File: src/design/thc_defs.svh
`ifndef THC_DEFS_SVH
`define THC_DEFS_SVH
// Field positions inside the first header doubleword, byte 0 in bits 31:24.
`define THC_FMT_HI     31
`define THC_FMT_LO     29
`define THC_TYPE_HI    28
`define THC_TYPE_LO    24
`define THC_TC_HI      22
`define THC_TC_LO      20
`define THC_ATTR2_BIT  18
`define THC_TH_BIT     16
`define THC_TD_BIT     15
`define THC_EP_BIT     14
`define THC_ATTR_HI    13
`define THC_ATTR_LO    12
`define THC_LEN_HI     9
`define THC_LEN_LO     0
// Reserved positions of the first doubleword; always zero when a header is built.
`define THC_RSV_A_BIT  23
`define THC_RSV_B_BIT  19
`define THC_RSV_C_BIT  17
`define THC_RSV_D_HI   11
`define THC_RSV_D_LO   10
// Top bit of the routing sub-field, the low three type bits.
`define THC_ROUTE_HI   26
// Format encodings.
`define THC_FMT_3DW_ND 3'h0
`define THC_FMT_4DW_ND 3'h1
`define THC_FMT_3DW_D  3'h2
`define THC_FMT_4DW_D  3'h3
`define THC_FMT_PREFIX 3'h4
// Type encodings.
`define THC_TY_MEM     5'h00
`define THC_TY_MEM_LK  5'h01
`define THC_TY_IO      5'h02
`define THC_TY_CFG0    5'h04
`define THC_TY_CFG1    5'h05
`define THC_TY_CPL     5'h0a
`define THC_TY_CPL_LK  5'h0b
`define THC_TY_FADD    5'h0c
`define THC_TY_SWAP    5'h0d
`define THC_TY_CAS     5'h0e
`define THC_TY_TCFG    5'h1b
`define THC_TY_MSG_HI  2'h2
// Size constants in doublewords.
`define THC_HDR3       3'h3
`define THC_HDR4       3'h4
`define THC_LEN_MAX    11'h400
`define THC_ZERO_LEN   10'h000
`define THC_TAG_W      16
`endif

File: src/design/thc_pkg.sv
package thc_pkg;
   // Packet classes derived from format and type.
   typedef enum logic [3:0] {
      THC_CLS_MEM_RD, THC_CLS_MEM_RD_LK, THC_CLS_MEM_WR, THC_CLS_IO_RD, THC_CLS_IO_WR,
      THC_CLS_CFG_RD, THC_CLS_CFG_WR, THC_CLS_MSG, THC_CLS_MSG_D, THC_CLS_CPL,
      THC_CLS_CPL_D, THC_CLS_CPL_LK, THC_CLS_CPL_D_LK, THC_CLS_ATOMIC, THC_CLS_PREFIX,
      THC_CLS_BAD
   } thc_class_t;
   // Encoder state.
   typedef enum logic [1:0] {THC_ENC_IDLE, THC_ENC_HOLD} thc_enc_state_t;
endpackage : thc_pkg

File: src/design/thc_class_if.sv
`timescale 1ns/10ps
// Carries a header doubleword into the classifier and its verdict back.
interface thc_class_if;
   logic [31:0] dw;
   logic [3:0]  cls;
   logic        ok;
   logic        with_data;
   logic        hdr4;
   logic        trusted;
   modport user (output dw, input cls, ok, with_data, hdr4, trusted);
   modport dec  (input dw, output cls, ok, with_data, hdr4, trusted);
endinterface : thc_class_if

File: src/design/thc_classify.sv
`timescale 1ns/10ps
`include "thc_defs.svh"
// Pure combinational classifier of the format and type fields.
module thc_classify
   import thc_pkg::*;
(
   thc_class_if.dec c
);
   wire [2:0] fmt       = c.dw[`THC_FMT_HI:`THC_FMT_LO];
   wire [4:0] ty        = c.dw[`THC_TYPE_HI:`THC_TYPE_LO];
   wire       f_nd3     = fmt == `THC_FMT_3DW_ND;
   wire       f_nd4     = fmt == `THC_FMT_4DW_ND;
   wire       f_d3      = fmt == `THC_FMT_3DW_D;
   wire       f_d4      = fmt == `THC_FMT_4DW_D;
   wire       f_nd      = f_nd3 | f_nd4;
   wire       f_d       = f_d3 | f_d4;
   wire       t_atomic  = ty == `THC_TY_FADD || ty == `THC_TY_SWAP || ty == `THC_TY_CAS;
   wire       t_msg     = ty[4:3] == `THC_TY_MSG_HI;
   wire       t_cfg     = ty == `THC_TY_CFG0 || ty == `THC_TY_CFG1;
   thc_class_t cls;

   // Permitted combinations; everything else is reserved and flagged.
   always_comb
   begin
      cls = THC_CLS_BAD;
      if (fmt == `THC_FMT_PREFIX)
         cls = THC_CLS_PREFIX;
      else if (ty == `THC_TY_MEM && f_nd)
         cls = THC_CLS_MEM_RD;
      else if (ty == `THC_TY_MEM_LK && f_nd)
         cls = THC_CLS_MEM_RD_LK;
      else if (ty == `THC_TY_MEM && f_d)
         cls = THC_CLS_MEM_WR;
      else if (ty == `THC_TY_IO && f_nd3)
         cls = THC_CLS_IO_RD;
      else if (ty == `THC_TY_IO && f_d3)
         cls = THC_CLS_IO_WR;
      else if (t_cfg && f_nd3)
         cls = THC_CLS_CFG_RD;
      else if (t_cfg && f_d3)
         cls = THC_CLS_CFG_WR;
      else if (t_msg && f_nd4)
         cls = THC_CLS_MSG;
      else if (t_msg && f_d4)
         cls = THC_CLS_MSG_D;
      else if (ty == `THC_TY_CPL && f_nd3)
         cls = THC_CLS_CPL;
      else if (ty == `THC_TY_CPL && f_d3)
         cls = THC_CLS_CPL_D;
      else if (ty == `THC_TY_CPL_LK && f_nd3)
         cls = THC_CLS_CPL_LK;
      else if (ty == `THC_TY_CPL_LK && f_d3)
         cls = THC_CLS_CPL_D_LK;
      else if (t_atomic && f_d)
         cls = THC_CLS_ATOMIC;
   end

   // Trusted requests are not implemented here, so they stay in the bad class.
   assign c.trusted   = ty == `THC_TY_TCFG && (f_nd3 || f_d3);
   assign c.cls       = cls;
   assign c.ok        = cls != THC_CLS_BAD;
   assign c.with_data = f_d;
   assign c.hdr4      = f_nd4 | f_d4;
endmodule : thc_classify

File: src/design/thc_codec.sv
`timescale 1ns/10ps
`include "thc_defs.svh"
module thc_codec
   import thc_pkg::*;
(
   input  wire logic        clk,
   input  wire logic        rstn,
   // Encode side: fields from the local transaction layer.
   input  wire logic        enc_valid,
   output logic             enc_ready,
   input  wire logic [2:0]  enc_fmt,
   input  wire logic [4:0]  enc_type,
   input  wire logic [2:0]  enc_traffic_class_field,
   input  wire logic        enc_hints_present_bit,
   input  wire logic [2:0]  enc_attr,
   input  wire logic        enc_digest_present_bit,
   input  wire logic        enc_poisoned_bit,
   input  wire logic [9:0]  enc_length,
   output logic             enc_out_valid,
   input  wire logic        enc_out_ready,
   output logic [31:0]      enc_dw,
   output logic             enc_reject,
   // Decode side: first header doubleword from the link.
   input  wire logic        dec_valid,
   input  wire logic [31:0] dec_dw,
   input  wire logic [15:0] dec_txn_id,
   input  wire logic [15:0] pend_txn_id,
   input  wire logic        pend_valid,
   output logic             dec_out_valid,
   output logic [3:0]       dec_class,
   output logic [2:0]       dec_traffic_class_field,
   output logic             dec_hints_present_bit,
   output logic [2:0]       dec_attr,
   output logic             dec_digest_present_bit,
   output logic             dec_poisoned_bit,
   output logic [10:0]      dec_payload_dw,
   output logic [2:0]       dec_hdr_dw,
   output logic [11:0]      dec_total_dw,
   output logic             dec_has_payload,
   output logic [2:0]       dec_route,
   output logic             dec_unsupported,
   output logic             dec_malformed,
   output logic             dec_cpl_match
);
   // Encoder: a request is taken on an edge where enc_valid and enc_ready are
   // both high. A legal header appears one cycle later and stands until the
   // edge where enc_out_ready is high; a refused one gives a one-cycle
   // enc_reject pulse instead. Only one header is in flight, so enc_ready is
   // low while one is held.
   // Decoder: every edge with dec_valid high takes a header; the results appear
   // one cycle later and stand until the next header, while dec_out_valid
   // stands for one cycle only.
   // Two classifier copies are used so that the outgoing and incoming paths
   // never wait for each other.

   thc_class_if enc_c ();
   thc_class_if dec_c ();
   thc_classify u_enc_cls (.c(enc_c));
   thc_classify u_dec_cls (.c(dec_c));

   thc_enc_state_t st_q;
   thc_enc_state_t st_d;
   logic [31:0]    enc_dw_q;
   logic           rej_q;

   // Packing: every bit not named below is reserved and is held at zero.
   wire        enc_has_len = enc_fmt == `THC_FMT_3DW_D || enc_fmt == `THC_FMT_4DW_D
                             || enc_type == `THC_TY_MEM || enc_type == `THC_TY_MEM_LK;
   wire [9:0]  enc_len_f   = enc_has_len ? enc_length : `THC_ZERO_LEN;
   wire [31:0] enc_pack;
   // Byte 0: format and type.
   assign enc_pack[`THC_FMT_HI:`THC_FMT_LO]     = enc_fmt;
   assign enc_pack[`THC_TYPE_HI:`THC_TYPE_LO]   = enc_type;

   // Byte 1: traffic class, high attribute bit and hints flag.
   assign enc_pack[`THC_RSV_A_BIT]              = 1'b0;
   assign enc_pack[`THC_TC_HI:`THC_TC_LO]       = enc_traffic_class_field;
   assign enc_pack[`THC_RSV_B_BIT]              = 1'b0;
   assign enc_pack[`THC_ATTR2_BIT]              = enc_attr[2];
   assign enc_pack[`THC_RSV_C_BIT]              = 1'b0;
   assign enc_pack[`THC_TH_BIT]                 = enc_hints_present_bit;

   // Byte 2: digest flag, poison flag and the low attribute bits.
   assign enc_pack[`THC_TD_BIT]                 = enc_digest_present_bit;
   assign enc_pack[`THC_EP_BIT]                 = enc_poisoned_bit;
   assign enc_pack[`THC_ATTR_HI:`THC_ATTR_LO]   = enc_attr[1:0];
   assign enc_pack[`THC_RSV_D_HI:`THC_RSV_D_LO] = 2'h0;
   // Byte 3 and the two low bits of byte 2: payload length.
   assign enc_pack[`THC_LEN_HI:`THC_LEN_LO]     = enc_len_f;
   assign enc_c.dw = enc_pack;

   // Reserved and deprecated combinations are refused rather than built.
   wire enc_legal = enc_c.ok && !enc_c.trusted;
   wire enc_take  = enc_valid && enc_ready;
   wire enc_load  = enc_take && enc_legal;
   assign enc_ready     = st_q == THC_ENC_IDLE;
   assign enc_out_valid = st_q == THC_ENC_HOLD;
   assign enc_dw        = enc_dw_q;
   assign enc_reject    = rej_q;

   // Next state. One header is held until the link side accepts it, and it is
   // released only on the edge where the link is ready.
   always_comb
   begin
      st_d = st_q;
      case (st_q)
         THC_ENC_IDLE:
            if (enc_load)
               st_d = THC_ENC_HOLD;
         THC_ENC_HOLD:
            if (enc_out_ready)
               st_d = THC_ENC_IDLE;
         default:
            st_d = THC_ENC_IDLE;
      endcase
   end

   // Encoder state register.
   always_ff @(posedge clk or negedge rstn)
   begin
      if (!rstn)
         st_q <= THC_ENC_IDLE;
      else
         st_q <= st_d;
   end

   // The held word changes only on acceptance, so a stalled link sees a stable
   // header; the price is one cycle of latency on every header.
   always_ff @(posedge clk or negedge rstn)
   begin
      if (!rstn)
         enc_dw_q <= 32'h0;
      else if (enc_load)
         enc_dw_q <= enc_pack;
   end

   // A refused request leaves no trace but this one-cycle pulse.
   always_ff @(posedge clk or negedge rstn)
   begin
      if (!rstn)
         rej_q <= 1'b0;
      else
         rej_q <= enc_take && !enc_legal;
   end

   // Field extraction; reserved positions are simply never read.
   assign dec_c.dw = dec_dw;
   wire [9:0]  d_len   = dec_dw[`THC_LEN_HI:`THC_LEN_LO];
   wire        d_td    = dec_dw[`THC_TD_BIT];
   wire [10:0] d_pay   = (d_len == `THC_ZERO_LEN) ? `THC_LEN_MAX : {1'b0, d_len};
   wire [10:0] d_pay_g = dec_c.with_data ? d_pay : 11'h000;
   wire [2:0]  d_hdr   = dec_c.hdr4 ? `THC_HDR4 : `THC_HDR3;
   wire [11:0] d_total = {1'b0, d_pay_g} + {9'h000, d_hdr} + {11'h000, d_td};
   wire        d_cpl   = dec_c.cls == THC_CLS_CPL || dec_c.cls == THC_CLS_CPL_D
                         || dec_c.cls == THC_CLS_CPL_LK || dec_c.cls == THC_CLS_CPL_D_LK;
   wire        d_match = d_cpl && pend_valid && dec_txn_id == pend_txn_id;

   // Registered copies of the decoded fields. The ports only mirror them, so
   // every decode output comes straight from a flip-flop.
   logic        out_valid_q;
   logic [3:0]  class_q;
   logic [2:0]  tclass_q;
   logic        hints_q;
   logic [2:0]  attr_q;
   logic        digest_q;
   logic        poison_q;
   logic [10:0] pay_q;
   logic [2:0]  hdr_q;
   logic [11:0] total_q;
   logic        has_pay_q;
   logic [2:0]  route_q;
   logic        unsup_q;
   logic        malf_q;
   logic        match_q;

   // The valid flag follows every beat. It stands for one cycle only, while
   // the fields below hold until the next header arrives.
   always_ff @(posedge clk or negedge rstn)
   begin
      if (!rstn)
         out_valid_q <= 1'b0;
      else
         out_valid_q <= dec_valid;
   end

   // Class and error flags are taken together so they never disagree.
   always_ff @(posedge clk or negedge rstn)
   begin
      if (!rstn)
      begin
         class_q <= 4'h0;
         unsup_q <= 1'b0;
         malf_q  <= 1'b0;
      end
      else if (dec_valid)
      begin
         class_q <= dec_c.cls;
         unsup_q <= !dec_c.ok;
         malf_q  <= dec_c.trusted;
      end
   end

   // Transaction fields; the reserved positions between them are never read.
   always_ff @(posedge clk or negedge rstn)
   begin
      if (!rstn)
      begin
         tclass_q <= 3'h0;
         hints_q  <= 1'b0;
         attr_q   <= 3'h0;
         digest_q <= 1'b0;
         poison_q <= 1'b0;
      end
      else if (dec_valid)
      begin
         tclass_q <= dec_dw[`THC_TC_HI:`THC_TC_LO];
         hints_q  <= dec_dw[`THC_TH_BIT];
         attr_q   <= {dec_dw[`THC_ATTR2_BIT], dec_dw[`THC_ATTR_HI:`THC_ATTR_LO]};
         digest_q <= d_td;
         poison_q <= dec_dw[`THC_EP_BIT];
      end
   end

   // Size results. A length of zero stands for the largest payload, and the
   // total counts the digest word on top of header and payload.
   always_ff @(posedge clk or negedge rstn)
   begin
      if (!rstn)
      begin
         pay_q     <= 11'h000;
         hdr_q     <= 3'h0;
         total_q   <= 12'h000;
         has_pay_q <= 1'b0;
      end
      else if (dec_valid)
      begin
         pay_q     <= d_pay_g;
         hdr_q     <= d_hdr;
         total_q   <= d_total;
         has_pay_q <= dec_c.with_data;
      end
   end

   // Routing and completion matching. Only one pending identifier is compared,
   // so a user with several outstanding requests must match the rest outside.
   always_ff @(posedge clk or negedge rstn)
   begin
      if (!rstn)
      begin
         route_q <= 3'h0;
         match_q <= 1'b0;
      end
      else if (dec_valid)
      begin
         route_q <= dec_dw[`THC_ROUTE_HI:`THC_TYPE_LO];
         match_q <= d_match;
      end
   end

   // The output ports are plain copies of the registers above.
   assign dec_out_valid           = out_valid_q;
   assign dec_class               = class_q;
   assign dec_traffic_class_field = tclass_q;
   assign dec_hints_present_bit   = hints_q;
   assign dec_attr                = attr_q;
   assign dec_digest_present_bit  = digest_q;
   assign dec_poisoned_bit        = poison_q;
   assign dec_payload_dw          = pay_q;
   assign dec_hdr_dw              = hdr_q;
   assign dec_total_dw            = total_q;
   assign dec_has_payload         = has_pay_q;
   assign dec_route               = route_q;
   assign dec_unsupported         = unsup_q;
   assign dec_malformed           = malf_q;
   assign dec_cpl_match           = match_q;
endmodule : thc_codec

File: config.mk
export PLATFORM = sky130hd
export DESIGN_NAME = thc_codec
export DESIGN_NICKNAME = d
export VERILOG_FILES = /design/src/design/thc_pkg.sv /design/src/design/thc_class_if.sv /design/src/design/thc_classify.sv /design/src/design/thc_codec.sv
export VERILOG_INCLUDE_DIRS = /design/src /design/src/design
export SDC_FILE = /design/constraint.sdc
export NUM_CORES = 1
export LEC_CHECK = 0
export ABC_CLOCK_PERIOD_IN_PS = 3250
export BUFFER_PORTS_ARGS = -buffer_cell sky130_fd_sc_hd__buf_2
export CAP_MARGIN = 40
export CORE_ASPECT_RATIO = 0.75
export CORE_MARGIN = 2
export CORE_UTILIZATION = 51
export CTS_CLUSTER_DIAMETER = 30
export CTS_CLUSTER_SIZE = 40
export DETAILED_ROUTE_END_ITERATION = 7
export GPL_TIMING_DRIVEN = 1
export PLACE_DENSITY_LB_ADDON = 0.3
export SKIP_LAST_GASP = 1
export SYNTH_ARGS = -nofsm -noshare
export SYNTH_HDL_FRONTEND = slang
export SYNTH_SLANG_ARGS = --single-unit
File: constraint.sdc
create_clock -name clk -period 3.25 [get_ports clk]
set_input_delay 0.1625 -clock clk [delete_from_list [all_inputs] [get_ports clk]]
set_output_delay 0.1625 -clock clk [all_outputs]
set_load 0.05 [all_outputs]
**Yosys cells after proc, flatten, opt, wreduce, memory -nomap -nowiden**

Cells that the tools add are included.

- Output and inout port bits: 82
- Input port bits: 97
- ROM bits: 0
- Bits in latches: 0
- RAM bits: 0
- Register bits: 77
- Logic and storage cells: 162
- Memories: 0

- $mul: 0
- Equal/unequal tests: 40
- Multiplexer cells: 37
- Reductions and logical operators: 60
- $lt $le $gt $ge: 0
- Bitwise gates (word level): 5
- Divide/modulo/power cells: 0
- Add/sub/neg operators: 2
- Shift-type cells: 0

Operators with widths:

| operator | count |
|---|---|
| two-way mux 4 bit | 28 |
| == test 5 x 4 -> 1 bit, second input constant | 10 |
| logical AND 1 bit | 36 |
| two-way mux 11 bit | 2 |
| == test 5 x 3 -> 1 bit, second input constant | 4 |
| == test 16 bit | 1 |
| == test 4 bit, second input constant | 4 |
| logical OR 1 bit | 14 |
| adder 11 x 3 -> 12 bit | 1 |
| adder 12 x 1 -> 12 bit | 1 |
| == test 3 x 2 -> 1 bit, second input constant | 4 |
| == test 5 x 1 -> 1 bit, second input constant | 2 |
| == test 5 x 2 -> 1 bit, second input constant | 2 |
| == test 5 bit, second input constant | 2 |
| logical NOT 10 bit | 1 |
| logical NOT 5 bit | 2 |
| two-way mux 10 bit | 1 |
| two-way mux 2 bit | 4 |
| inequality test 4 bit, second input constant | 2 |
| == test 3 x 1 -> 1 bit, second input constant | 2 |
| == test 3 bit, second input constant | 2 |
| logical NOT 3 bit | 2 |
| OR 1 bit | 5 |
| == test 2 bit, second input constant | 2 |
| other kinds (7) | 10 |

**Logic depth before layout (Yosys ltp)**

- Word-level depth: 25
- Depth in mapped cells: 13
- Depth with buffers taken out: 10

**Cells and area by module**

A second synthesis with hierarchy kept.

- Cell total of the unflattened synthesis: 366
- Area total of the unflattened synthesis: 4031.4 µm²

Modules (own cells, without submodules):

| module | instances | cells an instance | sequential area each (µm²) | area an instance (µm²) |
|---|---|---|---|---|
| thc_codec | 1 | 272 | 1876.8 | 3410.8 |
| thc_classify | 2 | 47 | 0.0 | 310.3 |

**Worst setup path after synthesis**

No wires, ideal clock.

- Kind: input-to-reg
- Start: in dec_dw[31]
- End: reg total_q[9] (netlist: dec_total_dw[9])
- Data required time: 3160 ps
- Stages on the path: 11
- Data arrival time: 2346 ps
- Path slack: 814 ps
- Cell sequence: clkbuf_1 nor2b_1 buf_2 clkbuf_1 nand2_1 fa_1 nor2b_1 o21ai_0 a21oi_1 or4b_1 o221ai_1

- Longest elaborated chain between the ends: 5
- Elaborated cells between the ends (all ways): 9
- Classes of those cells: 2 x add/sub; 3 x eq/ne; 2 x mux; 2 x bitwise

Ends and longest elaborated chain:

| element | line | RTL |
|---|---|---|
| start: declaration | thc_codec.sv:25 | `input wire logic [31:0] dec_dw,` |
| == test 3 x 2 -> 1 bit (no source line) / == test 3 x 1 -> 1 bit (equally long branches) | n/a |  |
| OR 1 bit, on equally long branches | thc_classify.sv:16, thc_classify.sv:63 |  |
| two-way mux 11 bit / two-way mux 3 bit (equally long branches) | n/a |  |
| adder 11 x 3 -> 12 bit (*) | thc_codec.sv:153 | `wire [11:0] d_total = {1'b0, d_pay_g} + {9'h000, d_hdr} + {11'h000, d_td};` |
| adder 12 x 1 -> 12 bit (*) | thc_codec.sv:153 |  |
| end signal: assignment | thc_codec.sv:239 | `total_q <= d_total;` |
| end: declaration | thc_codec.sv:169 | `logic [11:0] total_q;` |

Every way passes the cells marked *; elsewhere a longest branch is shown, timed or not.
A chain may end at the register's enable or synchronous reset.

**Final worst setup path**

- Start: in dec_dw[30]
- End: reg total_q[9] (netlist: dec_total_dw[9])

- Longest elaborated chain between the ends: 5
- Elaborated cells between the ends (all ways): 9
- Classes of those cells: 2 x add/sub; 3 x eq/ne; 2 x mux; 2 x bitwise

Ends and longest elaborated chain:

| element | line | RTL |
|---|---|---|
| == test 3 x 2 -> 1 bit (no source line) | n/a |  |
| OR 1 bit (*) | thc_classify.sv:16 | `wire f_d = f_d3 \| f_d4;` |
| two-way mux 11 bit (*) | thc_codec.sv:151 | `wire [10:0] d_pay_g = dec_c.with_data ? d_pay : 11'h000;` |
| named net d_pay_g[1] | thc_codec.sv:151 |  |
| adder 11 x 3 -> 12 bit (*) | thc_codec.sv:153 |  |
| adder 12 x 1 -> 12 bit (*) | thc_codec.sv:153 |  |

The timed path passes the listed nets; every way through them passes the cells marked *.

==> results.toml <==
[run_status]
status = "finished clean"

[setup_path]
worstSetupStartpointType = "input port"
critPathCaptureType = "register"
crit_arrival_ps = 2390
reg2reg_from = "st_q[0]$_DFFE_PN0P_"
crit_start = "dec_dw[30]"
crit_type = "input port to register"
required_ps = 3510
cp_max_fo = 15

[yosys]
synthFlopType = "dfrtp_1"
synth_top_family_by_area = "multiplexers"
synth-xor-area-share_pct = 4.69
synthSimpleGateAreaFrac_pct = 13.1
netlist.area_leader.share_pct = 47.9
yosys.cell_types.count = 61
synth_edf_count = 0
synthArstFlopShare_pct = 100
synth_area_leader_cell = "dfrtp_1"
ys_ff_latch = 75
synth-adder-area-share_pct = 1.66
synth_compound_area_share_pct = 10.4
syn_inst = 369
synth.cell_area_mm2 = 0.00392
yosys-top-cells-area = "dfrtp_1 48%, mux2_2 6.9%, inv_1 4.1%, mux2_4 3.8%, mux2i_1 3.8%"
synth_seq_area_share_pct = 47.9
synth_mux_area_share_pct = 14.6
synth_area_per_cell_um2 = 10.6
yosys_warnings = 0

[detailed_routing]
wirelength_um = 8990
vias_per_cell = 5.21
routedWlPerCell_um = 14.1
ant_nets = 0
remaining_drc_errors = 0
drt_iter0_drc = 233
dr.pass1.iters = 4
num_vias = 3318

[clock_network]
post-cts-setup-buffers = 0
tritoncts = "done"
htree_levels = 3
cts_root_buf = "clkbuf_8"
cts_buffers = 9
clockBufferDepth = 2
cts_sinks = 75
path_clk_slew_ps = 80
insertion_delay_ps = 340
ctsResizeCount = 0
cts_hold_buffers = 1

[final_layout]
fin_nets = 632
syn_to_final_growth_pct = 29.5
finalInstanceArea_mm2 = 0.00508
final_layout_size_suffix_gt1_share_pct = 42.5
diodes = 0
post-route-util_pct = 68.6

[sta]
max_freq_mhz = 469
hold_viol = 0
relSlewSlack_pct = 47.4
finalCriticalPeriod_ps = 2130
finalMaxSlewViolations = 0
worst_pin_slew_ps = 787
finalSetupViolCount = 0
skew_ps = 4.18
fin_crit_sh_pct = 65.7
grt_setup_unrepaired = "no"
worst_slack_ps = 1120
setup_tns_ps = 0

[die]
core_area_mm2 = 0.00740
start_util_pct = 53.0
io_pins = 179
die_w_um = 105
die-area_mm2 = 0.00841
die_y_um = 79.9
rows = 27

[global_route]
grt-ovfl-total = 0
grt_first_pass_wirelength_um = 14900
grt_max_degree = 57
grtUsageTotal_pct = 22.3
grt_pass1_vias = 3141
antenna_found_initial = 0

[pwr]
p_leak_nw = 2.59
vdd_drop_max_mv = 0.358
powerDensity_mw_per_mm2 = 624
power_mw = 3.17

[min_path]
hold_class = "input port to register"
hp-start = "enc_out_ready"

[placement]
dp_slack_ps = 774
io_buffers = 168
place_area_mm2 = 0.00482
hpwl_um = 6800
gp_congestion = 0.861

[job]
drv_cap = 0
-- layout by cell type, fill, tap and decap left out, types with 7 or more instances in the layout --
master	synthesis	routed
inv_1	43	43
nand3_1	18	18
mux2_4	10	10
nor2_1	12	12
o22ai_1	7	7
mux2_2	24	24
dfrtp_1	75	75
nand2_1	22	22
xor2_1	7	7
buf_2	2	167
mux2i_1	15	15
clkbuf_8	0	10
nor2b_1	7	7
o21ai_0	15	15
xnor2_1	14	14
-- stage by stage --
step	std cells	hold WS [ps]
2_1_floorplan	373	-133
3_3_place_gp	619	361
3_5_place_dp	620	64.2
4_1_cts	637	23.7
5_1_grt	637	17.8
6_report	637	31.6
-- power breakdown --
part | leakage (nW) | switching [mW] | internal [mW] | total, mW
Combinational | 1.54 | 0.813 | 0.322 | 1.14
Sequential | 0.932 | 0.0752 | 1.08 | 1.16
Clock | 0.123 | 0.342 | 0.532 | 0.874
Total | 2.59 | 1.23 | 1.94 | 3.17
-- critical path: stages --
cell,delay [ps]
buf_2,220
nor2b_1,270
buf_4,250
and2_1,220
ha_1,150
nor2b_1,110
o21ai_0,140
a21oi_1,320
or4b_1,460
o221ai_1,80
-- area by class of cell --
type,count,area [um^2]
clock buffer,10,138
timing repair buffer,173,903
fill,604,2320
tap,101,126
clock inverter,6,111
multi-input combinational,229,1760
inverter,43,161
sequential,75,1880
-- cells by family (layout without fill, tap and decap cells) --
group / count (synthesis) / in the layout
AOI/OAI and AO/OA: 55 / 55
xor gates and xnor gates: 21 / 21
adders and majority gates: 4 / 4
buffers and inverters: 69 / 232
DFF: 75 / 75
muxes: 49 / 49
other: 1 / 5
and+or+nand+nor: 95 / 95
-- flip-flops by register name (all words and copies together) (netlist names), 2 cells and up --
name	count
dec_attr	3
dec_class	4
dec_hdr_dw	2
dec_payload_dw	11
dec_route	3
dec_total_dw	12
dec_traffic_class_field	3
enc_dw	27
-- synthesized netlist by cell type, types with 2 or more instances --
cell,number
a21o_1,3
clkbuf_1,13
clkbuf_2,2
nand3b_1,4
nand2_1,22
mux2i_1,15
mux2_4,10
a211oi_1,2
nor3b_1,2
xnor2_1,14
mux2_2,24
ha_1,2
o311ai_0,2
o22ai_1,7
nor4_1,5
o21ai_0,15
and2_1,3
xor2_1,7
inv_1,43
fa_1,2
o21a_1,2
a21oi_1,5
dfrtp_1,75
nor2_1,12
o211ai_1,2
or4b_1,2
nand4_1,4
nand3_1,18
nor3_1,4
buf_4,7
nand2b_1,4
buf_2,2
nor2b_1,7
-- metal layers --
layer  GRT usage, %  wire [um]  vias up  share of wire (%)
met4           8.27        176        0                2.0
met5              0          0        -                  0
met3           5.22        668       17                7.4
met2           34.7       4080      147                 45
li1               -          -     1583                  -
met1           30.6       4060     1571                 45
-- path summary, 6_finish.rpt --
path | cells after the start | end | slack (ps)
worst min-delay path | 2 | st_q[0]$_DFFE_PN0P_ | 30
worst min register to register | 2 | dec_unsupported$_DFFE_PN0P_ | 490
max in group asynchronous | 3 | dec_payload_dw[0]$_DFFE_PN0P_ | 2460
worst max-delay path | 10 | dec_total_dw[9]$_DFFE_PN0P_ | 1120
min in group asynchronous | 2 | enc_dw[21]$_DFFE_PN0P_ | 240
worst max register to register | 6 | enc_dw[3]$_DFFE_PN0P_ | 1340
(Power assumes the default switching activity.)
